--- src/include/pmicev_regs.svh ---
// register offsets, field positions and reset values of the event block
`ifndef PMICEV_REGS_SVH
`define PMICEV_REGS_SVH
`define PMICEV_ADDR_EVENT 8'h02
`define PMICEV_ADDR_CHG 8'h03
`define PMICEV_EV_REMOVED 0
`define PMICEV_EV_APPLIED 1
`define PMICEV_EV_BUTTON 2
`define PMICEV_EV_TOUCH 3
`define PMICEV_MASK_BUTTON 5
`define PMICEV_MASK_TOUCH 6
`define PMICEV_MASK_SUPPLY 7
`define PMICEV_CHG_THERMAL 7
`define PMICEV_CHG_PATH_LIMIT 6
`define PMICEV_CHG_SUSPEND 5
`define PMICEV_CHG_TERM 4
`define PMICEV_CHG_SAFETY_EXP 2
`define PMICEV_CHG_PRETIMEOUT 1
`define PMICEV_CHG_TEMP_FAULT 0
`define PMICEV_EVENT_RESET 8'h00
`endif

--- src/include/pmicev_pkg.sv ---
// types shared by the event block
package pmicev_pkg;
   typedef logic [7:0] pmicev_byte_t;
   typedef enum logic [0:0] {
      PMICEV_IDLE = 1'b0,
      PMICEV_READ = 1'b1
   } pmicev_rd_e;
endpackage

--- src/rtl/pmicev_edge.sv ---
// synchronous rising and falling edge detector
module pmicev_edge #(
   parameter int WIDTH = 1
) (
   // clock and reset
   input wire logic clk,
   input wire logic rst,
   // level in, edge pulses out
   input wire logic [WIDTH-1:0] level,
   output logic [WIDTH-1:0] rise,
   output logic [WIDTH-1:0] fall
);
   if (WIDTH < 1) begin : g_width_check
      $error("pmicev_edge: WIDTH must be at least 1");
   end

   logic [WIDTH-1:0] prev;
   logic [WIDTH-1:0] next_prev;

   always_comb begin
      next_prev = level;
      rise = level & ~prev;
      fall = ~level & prev;
   end

   always_ff @(posedge clk) begin
      if (rst) begin
         prev <= '0;
      end else begin
         prev <= next_prev;
      end
   end
endmodule

--- src/rtl/pmicev_top.sv ---
// event flags, interrupt masking and charger status of the power manager
`include "pmicev_regs.svh"

// Function
// button mask bit 5 gates a button event onto the low interrupt pin.
// touch flag bit 3 sets on a touch and holds until the register is read.
// button flag bit 2 sets when the button goes to its active level and holds until read.
// applied flag bit 1 sets when either supply appears and holds until read.
// removed flag bit 0 sets when either supply vanishes and holds until read.
// status bit 7 shows thermal current reduction.
// status bit 6 shows the dynamic power path limit loop active.
// status bit 4 shows termination current crossed and charging stopped.
// status bits 2 and 1 show charge and precharge timer expiry.
// status bit 0 shows a battery temperature fault or missing sensor.
// touch mask bit 6 gates a touch flag onto the interrupt pin.
// supply mask bit 7 gates either supply flag onto the interrupt pin.
// pin releases when no enabled flag pends; reading clears all flags (a flag whose event comes in the read cycle stays set).
module pmicev_top #(
   parameter bit BUTTON_ACTIVE_HIGH = 1'b0
) (
   // clock and reset
   input wire logic clk,
   input wire logic rst,
   // register port
   input wire logic [7:0] reg_addr,
   input wire logic reg_wr,
   input wire logic reg_rd,
   input wire logic [7:0] reg_wdata,
   output logic [7:0] reg_rdata,
   // event sources
   input wire logic touch_controller,
   input wire logic pushbutton_input,
   input wire logic usb_present,
   input wire logic ac_present,
   // charger state
   input wire logic thermal_regulation,
   input wire logic dynamic_path_power_limit,
   input wire logic thermal_suspend,
   input wire logic termination_reached,
   input wire logic charge_timer_expired,
   input wire logic precharge_timer_expired,
   input wire logic battery_temp_fault,
   // open-drain interrupt pin, active low
   output logic int_n_o,
   output logic int_n_oe
);
   // ----------------------------------------------------------------
   // event detection
   // ----------------------------------------------------------------
   logic [3:0] rise;
   logic [3:0] fall;
   logic button_active;

   always_comb begin
      button_active = BUTTON_ACTIVE_HIGH ? pushbutton_input
                                         : ~pushbutton_input;
   end

   // history starts at zero: a supply present at reset counts as applied
   pmicev_edge #(.WIDTH(4)) u_edge (
      .clk(clk),
      .rst(rst),
      .level({ac_present, usb_present, button_active, touch_controller}),
      .rise(rise),
      .fall(fall)
   );

   // ----------------------------------------------------------------
   // event register
   // ----------------------------------------------------------------
   pmicev_pkg::pmicev_byte_t event_reg;
   pmicev_pkg::pmicev_byte_t next_event_reg;
   pmicev_pkg::pmicev_byte_t chg_status;
   logic [7:0] next_rdata;
   logic next_int;
   logic ev_read;
   logic [3:0] set_ev;

   always_comb begin
      ev_read = reg_rd && (reg_addr == `PMICEV_ADDR_EVENT);
      set_ev = '0;
      set_ev[`PMICEV_EV_TOUCH] = rise[0];
      set_ev[`PMICEV_EV_BUTTON] = rise[1];
      set_ev[`PMICEV_EV_APPLIED] = rise[2] | rise[3];
      set_ev[`PMICEV_EV_REMOVED] = fall[2] | fall[3];
      next_event_reg = event_reg;
      // read clears, a same-cycle event still sets
      if (ev_read) begin
         next_event_reg[3:0] = 4'h0;
      end
      next_event_reg[3:0] = next_event_reg[3:0] | set_ev;
      if (reg_wr && reg_addr == `PMICEV_ADDR_EVENT) begin
         next_event_reg[7:5] = reg_wdata[7:5];
      end
      next_event_reg[4] = 1'b0;
   end

   // ----------------------------------------------------------------
   // charger status and read data
   // ----------------------------------------------------------------
   always_comb begin
      chg_status = '0;
      chg_status[`PMICEV_CHG_THERMAL] = thermal_regulation;
      chg_status[`PMICEV_CHG_PATH_LIMIT] = dynamic_path_power_limit;
      chg_status[`PMICEV_CHG_SUSPEND] = thermal_suspend;
      chg_status[`PMICEV_CHG_TERM] = termination_reached;
      chg_status[`PMICEV_CHG_SAFETY_EXP] = charge_timer_expired;
      chg_status[`PMICEV_CHG_PRETIMEOUT] = precharge_timer_expired;
      chg_status[`PMICEV_CHG_TEMP_FAULT] = battery_temp_fault;
      // registered every cycle, follows the address
      unique case (reg_addr)
         `PMICEV_ADDR_EVENT: next_rdata = event_reg;
         `PMICEV_ADDR_CHG: next_rdata = chg_status;
         default: next_rdata = 8'h00;
      endcase
   end

   // ----------------------------------------------------------------
   // interrupt pin
   // ----------------------------------------------------------------
   always_comb begin
      next_int =
         (next_event_reg[`PMICEV_MASK_BUTTON]
          & next_event_reg[`PMICEV_EV_BUTTON])
       | (next_event_reg[`PMICEV_MASK_TOUCH]
          & next_event_reg[`PMICEV_EV_TOUCH])
       | (next_event_reg[`PMICEV_MASK_SUPPLY]
          & (next_event_reg[`PMICEV_EV_APPLIED]
             | next_event_reg[`PMICEV_EV_REMOVED]));
   end

   always_ff @(posedge clk) begin
      if (rst) begin
         event_reg <= `PMICEV_EVENT_RESET;
         reg_rdata <= 8'h00;
         int_n_oe <= 1'b0;
         int_n_o <= 1'b0;
      end else begin
         event_reg <= next_event_reg;
         reg_rdata <= next_rdata;
         int_n_oe <= next_int;
         int_n_o <= 1'b0;
      end
   end
endmodule

--- config.mk ---
export PLATFORM = sky130hd
export DESIGN_NAME = pmicev_top
export DESIGN_NICKNAME = d
export VERILOG_FILES = /design/src/include/pmicev_pkg.sv /design/src/rtl/pmicev_edge.sv /design/src/rtl/pmicev_top.sv
export VERILOG_INCLUDE_DIRS = /design/src /design/src/include
export SDC_FILE = /design/constraint.sdc
export NUM_CORES = 1
export LEC_CHECK = 0
export ABC_AREA = 1
export ABC_CLOCK_PERIOD_IN_PS = 1300
export BUFFER_PORTS_ARGS = -buffer_cell sky130_fd_sc_hd__buf_4
export CAP_MARGIN = 20
export CORE_ASPECT_RATIO = 0.7
export CORE_MARGIN = 2
export CORE_UTILIZATION = 35
export DETAILED_ROUTE_END_ITERATION = 12
export GPL_TIMING_DRIVEN = 1
export HOLD_SLACK_MARGIN = 0.15
export PLACE_DENSITY_LB_ADDON = 0.12
export REMOVE_ABC_BUFFERS = 1
export SYNTH_ARGS = -nofsm -noshare
export SYNTH_HDL_FRONTEND = slang
export SYNTH_SLANG_ARGS = --single-unit
--- constraint.sdc ---
create_clock -name clk -period 1.3 [get_ports clk]
set_input_delay 0.26 -clock clk [delete_from_list [all_inputs] [get_ports clk]]
set_output_delay 0.26 -clock clk [all_outputs]
set_load 0.02 [all_outputs]
== Yosys cells after proc, flatten, opt, wreduce, memory -nomap -nowiden ==
Index checks and enable logic that the tools add are counted.

* Register bits: 21
* Output and inout bits: 10
* Word-level logic and storage cells: 26

* Bitwise logic cells: 14
* Reduce and logical (&&, ||, !) cells: 2
* Mux-type cells: 3
* Eq/ne operators: 2

{| class="wikitable"
|+ Operators with widths
! operator !! number
|-
| $eq 8x2->1 const B || 2
|-
| $pmux 8 s2 || 1
|-
| $and 4x4->4 || 2
|-
| $not 4->4 || 2
|-
| $or 1x1->1 || 5
|-
| $mux 4 || 1
|-
| $or 4x4->4 || 1
|-
| $and 1x1->1 || 3
|-
| $mux 3 || 1
|-
| $logic_and 1x1->1 || 2
|-
| $not 1->1 || 1
|}

== Depth between registers and ports, before layout ==
Gate-level depths: netlist of the first run.

* Depth after elaboration: 8
* Mapped depth: 10
* Mapped depth without buffers: 10

== Modules after synthesis ==
Synthesis of the first run repeated with hierarchy kept, for this count alone.

* Cells, all modules: 118
* Area total of the unflattened synthesis: 842.1 µm²

{| class="wikitable"
|+ By module, submodules not included
! module !! area each (µm²) !! cells an instance !! instances
|-
| pmicev_top || 686.9 || 94 || 1
|-
| pmicev_edge || 155.1 || 24 || 1
|}

== Worst setup path before layout of the first run ==
Ideal clock, no wire load.

* Path type: input -> register
* Start: in reg_addr[7]
* End: reg int_n_oe
* Slack: 0.208 ns
* Stages: 8
* Arrival time: 0.980 ns
* Path through: nor2_1 > nand2_2 > inv_1 > nand3_2 > a21oi_1 > nand2_1 > nand2_1 > nand2_1

* Cells in the longest elaborated chain, start to end: 7
* Elaborated cells between the ends (all ways): 12
* Those cells by class: eq/ne: 1; mux: 2; bitwise: 7; reduce/logical: 2

{| class="wikitable"
|+ Ends and longest elaborated chain
! element !! line !! text
|-
| start: declaration || pmicev_top.sv:25 || <nowiki>input wire logic [7:0] reg_addr,</nowiki>
|-
| $eq 8x2->1 (*) || - ||
|-
| $logic_and 1x1->1 || pmicev_top.sv:80 || <nowiki>ev_read = reg_rd && (reg_addr == `PMICEV_ADDR_EVENT);</nowiki>
|-
| $mux 4 || pmicev_top.sv:88 || <nowiki>if (ev_read) begin</nowiki>
|-
| $or 4x4->4 || pmicev_top.sv:91 || <nowiki>next_event_reg[3:0] = next_event_reg[3:0] | set_ev;</nowiki>
|-
| $and 1x1->1, or another cell as far along || pmicev_top.sv:123 || <nowiki>(next_event_reg[`PMICEV_MASK_BUTTON]</nowiki>
|-
| $or 1x1->1 / $and 1x1->1 (equally long branches) || pmicev_top.sv:123, pmicev_top.sv:127 ||
|-
| $or 1x1->1 (*) || pmicev_top.sv:123 ||
|-
| end signal: assignment || pmicev_top.sv:141 || <nowiki>int_n_oe <= next_int;</nowiki>
|-
| end: declaration || pmicev_top.sv:45 || <nowiki>output logic int_n_oe</nowiki>
|}

Every way passes the cells marked *; elsewhere a longest branch is shown, timed or not.
A chain may end at the register's enable or synchronous reset.

== Final worst setup path of the first run ==
* Start: in pushbutton_input
* End: reg int_n_oe

* Cells in the longest elaborated chain, start to end: 6

{| class="wikitable"
|+ Ends and longest elaborated chain
! element !! line !! text
|-
| start: declaration || pmicev_top.sv:32 || <nowiki>input wire logic pushbutton_input,</nowiki>
|-
| $not 1->1 || pmicev_top.sv:56 || <nowiki>: ~pushbutton_input;</nowiki>
|-
| $and 4x4->4 || pmicev_edge.sv:22 || <nowiki>rise = level & ~prev;</nowiki>
|-
| $or 4x4->4 || pmicev_top.sv:91 ||
|-
| $and 1x1->1 || pmicev_top.sv:123 ||
|-
| $or 1x1->1 (2 in a row) || pmicev_top.sv:123 ||
|}

No other way between the ends.

==> metrics.md, run 1 <==
| Metric | Value |
|---|---|
| Outcome | `finished, final reports clean` |
| Drt drc | `0` |
| Initial antenna violation count | `0` |
| Final period util | `93.3%` |
| Commonest non-fill, non-tap cell in the layout | `buf_4` |
| #FFs+latches synth | `20` |
| Max cap viols | `0` |
| Crit Path Class | `in -> reg` |
| Maximum VDD drop | `0.622 mV` |
| Initial Util | `37.2%` |
| IO buf count | `34` |
| # nets final | `174` |
| Die ar. | `2700 µm²` |
| Via Count | `725` |
| PD cells | `929 nW/µm²` |
| LEAKAGE | `0.566 nW` |
| WL/cell | `9.66 µm` |
| First DRT Iteration DRCs | `7` |
| Buf/Inv on CP | `2` |
| DP HPWL | `1.34 mm` |
| Clock edge transition at the registers on the reported setup and hold paths | `0.10 ns` |
| Max Slew Vio Count | `0` |
| Sequential share of the synthesized area | `49.9%` |
| H-tree depth | `1` |
| Antenna-violating nets left | `0` |
| Setup-failing EPs final | `0` |
| Clk_lat worst skew | `0.29 ns` |
| Most frequent cells in the layout | `buf_4 (35), nand2_1 (31), dfxtp_1 (20)` |
| RSZ-0062 raised after global routing | `false` |
| Core Area | `2150 µm²` |
| Ranking of synthesized cells by area | `dfxtp_1 (50%), nand2_1 (15%), a21oi_1 (7.5%)` |
| GRT Total Usage | `14.3%` |
| CTS tree | `built` |
| # IOs | `41` |
| Post-route minimum period | `1.21 ns` |
| Area growth from synthesis to layout | `40.4%` |
| CP cell instances | `dlygate4sd3_1 > buf_4 > or2_4 > nand2_2 > nand2_1 > nand2_1 > nand2_1 > nand2_1` |
| Post-synth top area share | `49.9%` |
| Ant diodes | `0` |
| Synth Warn # | `0` |
| Sink Count | `20` |
| Cells after DPL | `169` |
| Final Hold Viols | `0` |
| Vias in the first global route | `662` |
| Worst path slowest cell | `dlygate4sd3_1` |
| Clock Skew | `0.00121 ns` |
| Crit path launch type | `input port` |
| GP Congestion | `0.760` |
| Cells after Synth | `105` |
| Hold/Removal Path Class | `in -> reg` |
| Top cell type by total area after synthesis | `dfxtp_1` |
| Max frequency | `824 MHz` |
| CP Capture Type | `flip-flop` |
| Routed Wire Length | `1.67 mm` |
| CTS Buffer Depth | `2` |
| Final core utilization | `52.3%` |
| Final Instance Count excl. Fillers | `173` |
| Synth unique cells | `21` |
| Share of post-route cells with drive strength above 1 | `35.5%` |
| Global-route wire length before repair | `2.80 mm` |
| DIE WIDTH | `61.2 µm` |
| Die Y | `44.1 µm` |
| Most frequent CP cell | `nand2_1` |
| Worst EP arrival | `1.45 ns` |
| Crit path required time | `1.54 ns` |
| Row cnt | `14` |
| Syn avg cell area | `7.64 µm²` |
| Pin count of the biggest net entering global routing | `19` |
| Max reg flops | `8` |
| Cell family with most CP delay | `buffers and inverters` |
| Root Driver | `clkbuf_4` |
| Post-Syn Area | `802 µm²` |
| Max stage delay on crit path | `0.54 ns` |
| Num CTS Buffers | `3` |
| Via/cell ratio | `4.19` |
| Crit path max fanout | `2` |
| Total grt overflow | `0` |
| Pre-antenna DRT Iters | `4` |
power by group:
part / internal, mW / switching [mW] / leakage (nW)
Clock: 0.108 / 0.174 / 0.0138
Sequential: 0.629 / 0.00665 / 0.163
Combinational: 0.0717 / 0.0569 / 0.389
Total: 0.809 / 0.238 / 0.566
repair_timing:
action / 4_1_cts / 5_1_grt
endpoints found under the setup margin: 0 / 1
endpoints found under the hold margin: 1 / 0
setup buffers: 0 / 0
hold buffers: 1 / 0
gates resized for setup: 0 / 2
per-stage QoR:
stage	worst slack, ns	power, mW	hold WS (ns)	TNS (ns)	instance area (µm²)
floorplan	0.208	0.696	0.327	0	786
global placement	-0.0188	0.771	0.424	-0.0188	1090
detailed placement	-0.0505	0.776	0.430	-0.0505	1090
CTS	0.0345	1.06	0.164	0	1120
global route	0.0716	1.10	0.172	0	1130
finish	0.0868	1.05	0.170	0	1130
cells in the mapped netlist (all sizes together):
library cell	number
nand3	5
a22o	1
dfxtp	20
nor3	1
nand2	34
o22ai	1
a21oi	13
conb	1
inv	10
nor2	13
and3	1
buf	3
or2	2
path summary, 6_finish.rpt:
path         slack (ns)  cells past startpoint             start        endpoint
max                0.09                      8  pushbutton_input        int_n_oe
min                0.17                      3  touch_controller  u_edge.prev[0]
max reg2reg        0.31                      5    u_edge.prev[2]        int_n_oe
min reg2reg        0.48                      2      event_reg[1]    reg_rdata[1]
area by class of cell:
class	count	area [µm²]
Fill cell	227	1030
Sequential cell	20	400
Timing Repair Buffer	36	273
Inverter	10	37.5
Clock buffer	3	22.5
Tap cell	32	40.0
Multi-Input combinational cell	72	353
kinds of logic after synthesis:
family / Yosys count / synth area share, %
and+or+nand+nor: 56 / 32.4
DFF: 20 / 49.9
AOI/OAI and AO/OA: 15 / 10.5
buffers and inverters: 13 / 6.71
other: 1 / 0.468
worst reg2reg max path: stages (launching register included):
cell     delay [ns]
dfxtp_1        0.32
a22o_1         0.22
a21oi_1        0.17
nand2_1        0.07
nand2_1        0.06
nand2_1        0.05
metal layers:
layer	GRT usage, %	routed length, µm	up-vias
met5	0	0	-
met4	2.61	0	0
met3	6.43	129	0
met2	21.7	797	21
met1	19.1	744	305
li1	-	-	399
No activity file was read; power rests on OpenSTA's default activity.
==> run 2, diff against run 1 <==
- CELL_PAD_IN_SITES_DETAIL_PLACEMENT: not set -> 1
- CELL_PAD_IN_SITES_GLOBAL_PLACEMENT: not set -> 1
- CORE_UTILIZATION: 35 -> 31
- CTS_BUF_LIST: not set -> sky130_fd_sc_hd__clkbuf_2
==> run 2 against run 1 <==
Against the previous run: flip-flop and latch count unchanged; setup slack got worse by 0.027 ns; clock-buffer cell count unchanged; first-iteration DRC count increased by 57%; routed wire length increased by 24%; clock skew increased by 0.017 ns; final cell count increased by 8.7%; combinational power increased by 24%; die area increased by 12%; hold slack improved by 0.0041 ns; critical path type unchanged; largest cell class unchanged.
==> metrics.md, run 2 (synthesis results as in run 1) <==
| Metric | Value |
|---|---|
| RSZ-0062 raised after global routing | `false` |
| Global-route wire length before repair | `3.38 mm (+21%)` |
| Comb pwr share | `12.7% (+0.4 points)` |
| PD cells | `992 nW/µm² (+6.8%)` |
| Via Count | `811 (+12%)` |
| Setup_tns | `0 ns (unchanged)` |
| Clock edge transition at the registers on the reported setup and hold paths | `0.18 ns (+0.08 ns)` |
| Initial antenna violation count | `0 (unchanged)` |
| Final Instance Count excl. Fillers | `188 (+8.7%)` |
| Max frequency | `806 MHz (-2.2%)` |
| Setup-failing EPs final | `0 (unchanged)` |
| # nets final | `186 (+6.9%)` |
| Final core utilization | `51.7% (-0.56 points)` |
| Final period util | `95.4% (+2.1 points)` |
| Commonest non-fill, non-tap cell in the layout | `buf_4` |
| Die Y | `46.6 µm (+5.7%)` |
| Crit Path Class | `in -> reg` |
| Root Driver | `clkbuf_2` |
| DIE WIDTH | `64.8 µm (+5.8%)` |
| # IOs | `41 (unchanged)` |
| WL/cell | `11.0 µm (+14%)` |
| Cells after DPL | `174 (+3.0%)` |
| Num CTS Buffers | `3 (unchanged)` |
| Outcome | `finished, final reports clean` |
| Row cnt | `15 (+1)` |
| Initial Util | `32.6% (-4.6 points)` |
| Max cap viols | `0 (unchanged)` |
| Core Area | `2460 µm² (+14%)` |
| Pin count of the biggest net entering global routing | `19 (unchanged)` |
| Final Hold Viols | `0 (unchanged)` |
| Worst EP arrival | `1.51 ns (+0.06 ns)` |
| Net Sw Frac | `21.3% (-1.4 points)` |
| IO buf count | `34 (unchanged)` |
| Die ar. | `3020 µm² (+12%)` |
| Ant diodes | `0 (unchanged)` |
| H-tree depth | `1 (unchanged)` |
| CP Capture Type | `flip-flop` |
| Int Power | `0.992 mW (+23%)` |
| Seq pwr share | `50.6% (-10 points)` |
| Clock network power share | `36.7% (+9.8 points)` |
| Clock Skew | `0.0185 ns (+0.0173 ns)` |
| Via/cell ratio | `4.31 (+2.9%)` |
| LEAKAGE | `0.636 nW (+12%)` |
| DP HPWL | `1.55 mm (+16%)` |
| Crit path required time | `1.57 ns (+0.03 ns)` |
| Final total power | `1.26 mW (+21%)` |
| Cell Area, Placed | `1130 µm² (+3.4%)` |
| First DRT Iteration DRCs | `11 (+4)` |
| Pre-antenna DRT Iters | `4 (unchanged)` |
| Critical Path Source | `pushbutton_input` |
| Total setup buffers inserted after CTS | `0 (unchanged)` |
| Crit path max fanout | `2 (unchanged)` |
| Sink Count | `20 (unchanged)` |
| Hold/Removal Path Class | `in -> reg` |
| CTS Buffer Depth | `2 (unchanged)` |
| Area growth from synthesis to layout | `58.5%` |
| Final worst slack | `0.0598 ns (-0.0271 ns)` |
| Max Slew Vio Count | `0 (unchanged)` |
| GP Congestion | `0.698 (-8.1%)` |
| Drt drc | `0 (unchanged)` |
| PostCTS Resize Cnt | `0 (unchanged)` |
| CTS tree | `built` |
| Maximum VDD drop | `0.815 mV (+31%)` |
| Hold Startpoint | `ac_present` |
| GRT Total Usage | `14.9% (+0.63 points)` |
| Clk_lat worst skew | `0.32 ns (+0.03 ns)` |
| Post-route minimum period | `1.24 ns (+0.0271 ns)` |
| Max reg flops | `8 (unchanged)` |
| Hold slack final | `0.174 ns (+0.00413 ns)` |
| Cell area after layout | `1270 µm² (+13%)` |
| Most frequent cells in the layout | `buf_4 (37), nand2_1 (32), dfxtp_1 (20)` |
| Pre-CTS setup slack | `-0.0645 ns (-0.0140 ns)` |
| Crit path launch type | `input port` |
| Vias in the first global route | `779 (+18%)` |
| Hold_buf cts | `2 (+1)` |
| Antenna-violating nets left | `0 (unchanged)` |
| Reg2reg start | `u_edge.prev[2]` |
| Total grt overflow | `0 (unchanged)` |
| Share of post-route cells with drive strength above 1 | `34.4% (-1.0 points)` |
| P_sw | `0.269 mW (+13%)` |
| Routed Wire Length | `2.07 mm (+24%)` |
[run 2: worst max-delay path, stage by stage]
cell and delay [ns]:
dlygate4sd3_1 0.53, buf_4 0.13, or2_2 0.29, nand2_1 0.08
nand2_1 0.05, nand2_1 0.06, nand2_1 0.05, nand2_1 0.06
[run 2: worst paths after layout]
path / slack [ns] / end / depth (start not counted)
worst min-delay path: 0.17 / u_edge.prev[3] / 3
worst max register to register: 0.27 / int_n_oe / 5
worst min register to register: 0.48 / reg_rdata[2] / 2
worst max-delay path: 0.06 / int_n_oe / 8
[run 2: power groups by stage]
stage	sequential, mW	combinational, mW	clock [mW]
detailed placement	0.651	0.137	0
floorplan	0.649	0.0467	0
finish	0.638	0.160	0.462
global route	0.641	0.179	0.509
global placement	0.651	0.132	0
CTS	0.639	0.143	0.473
[run 2: layout make-up]
| type | count | area (µm²) |
|---|---|---|
| fillers | 310 | 1190 |
| flip-flops and latches | 20 | 400 |
| repair buffers | 48 | 398 |
| multi-input cells | 72 | 348 |
| well taps | 34 | 42.5 |
| inverters | 10 | 37.5 |
| clock inverters | 1 | 30.0 |
| clock buffers | 3 | 15.0 |
[run 2: layer usage]
metal	vias up	track usage, %	share of wire (%)
met3	2	5.13	4.9
met2	20	24.5	47
li1	424	-	-
met1	365	19.5	48
met4	0	2.55	0.19
met5	-	0	0
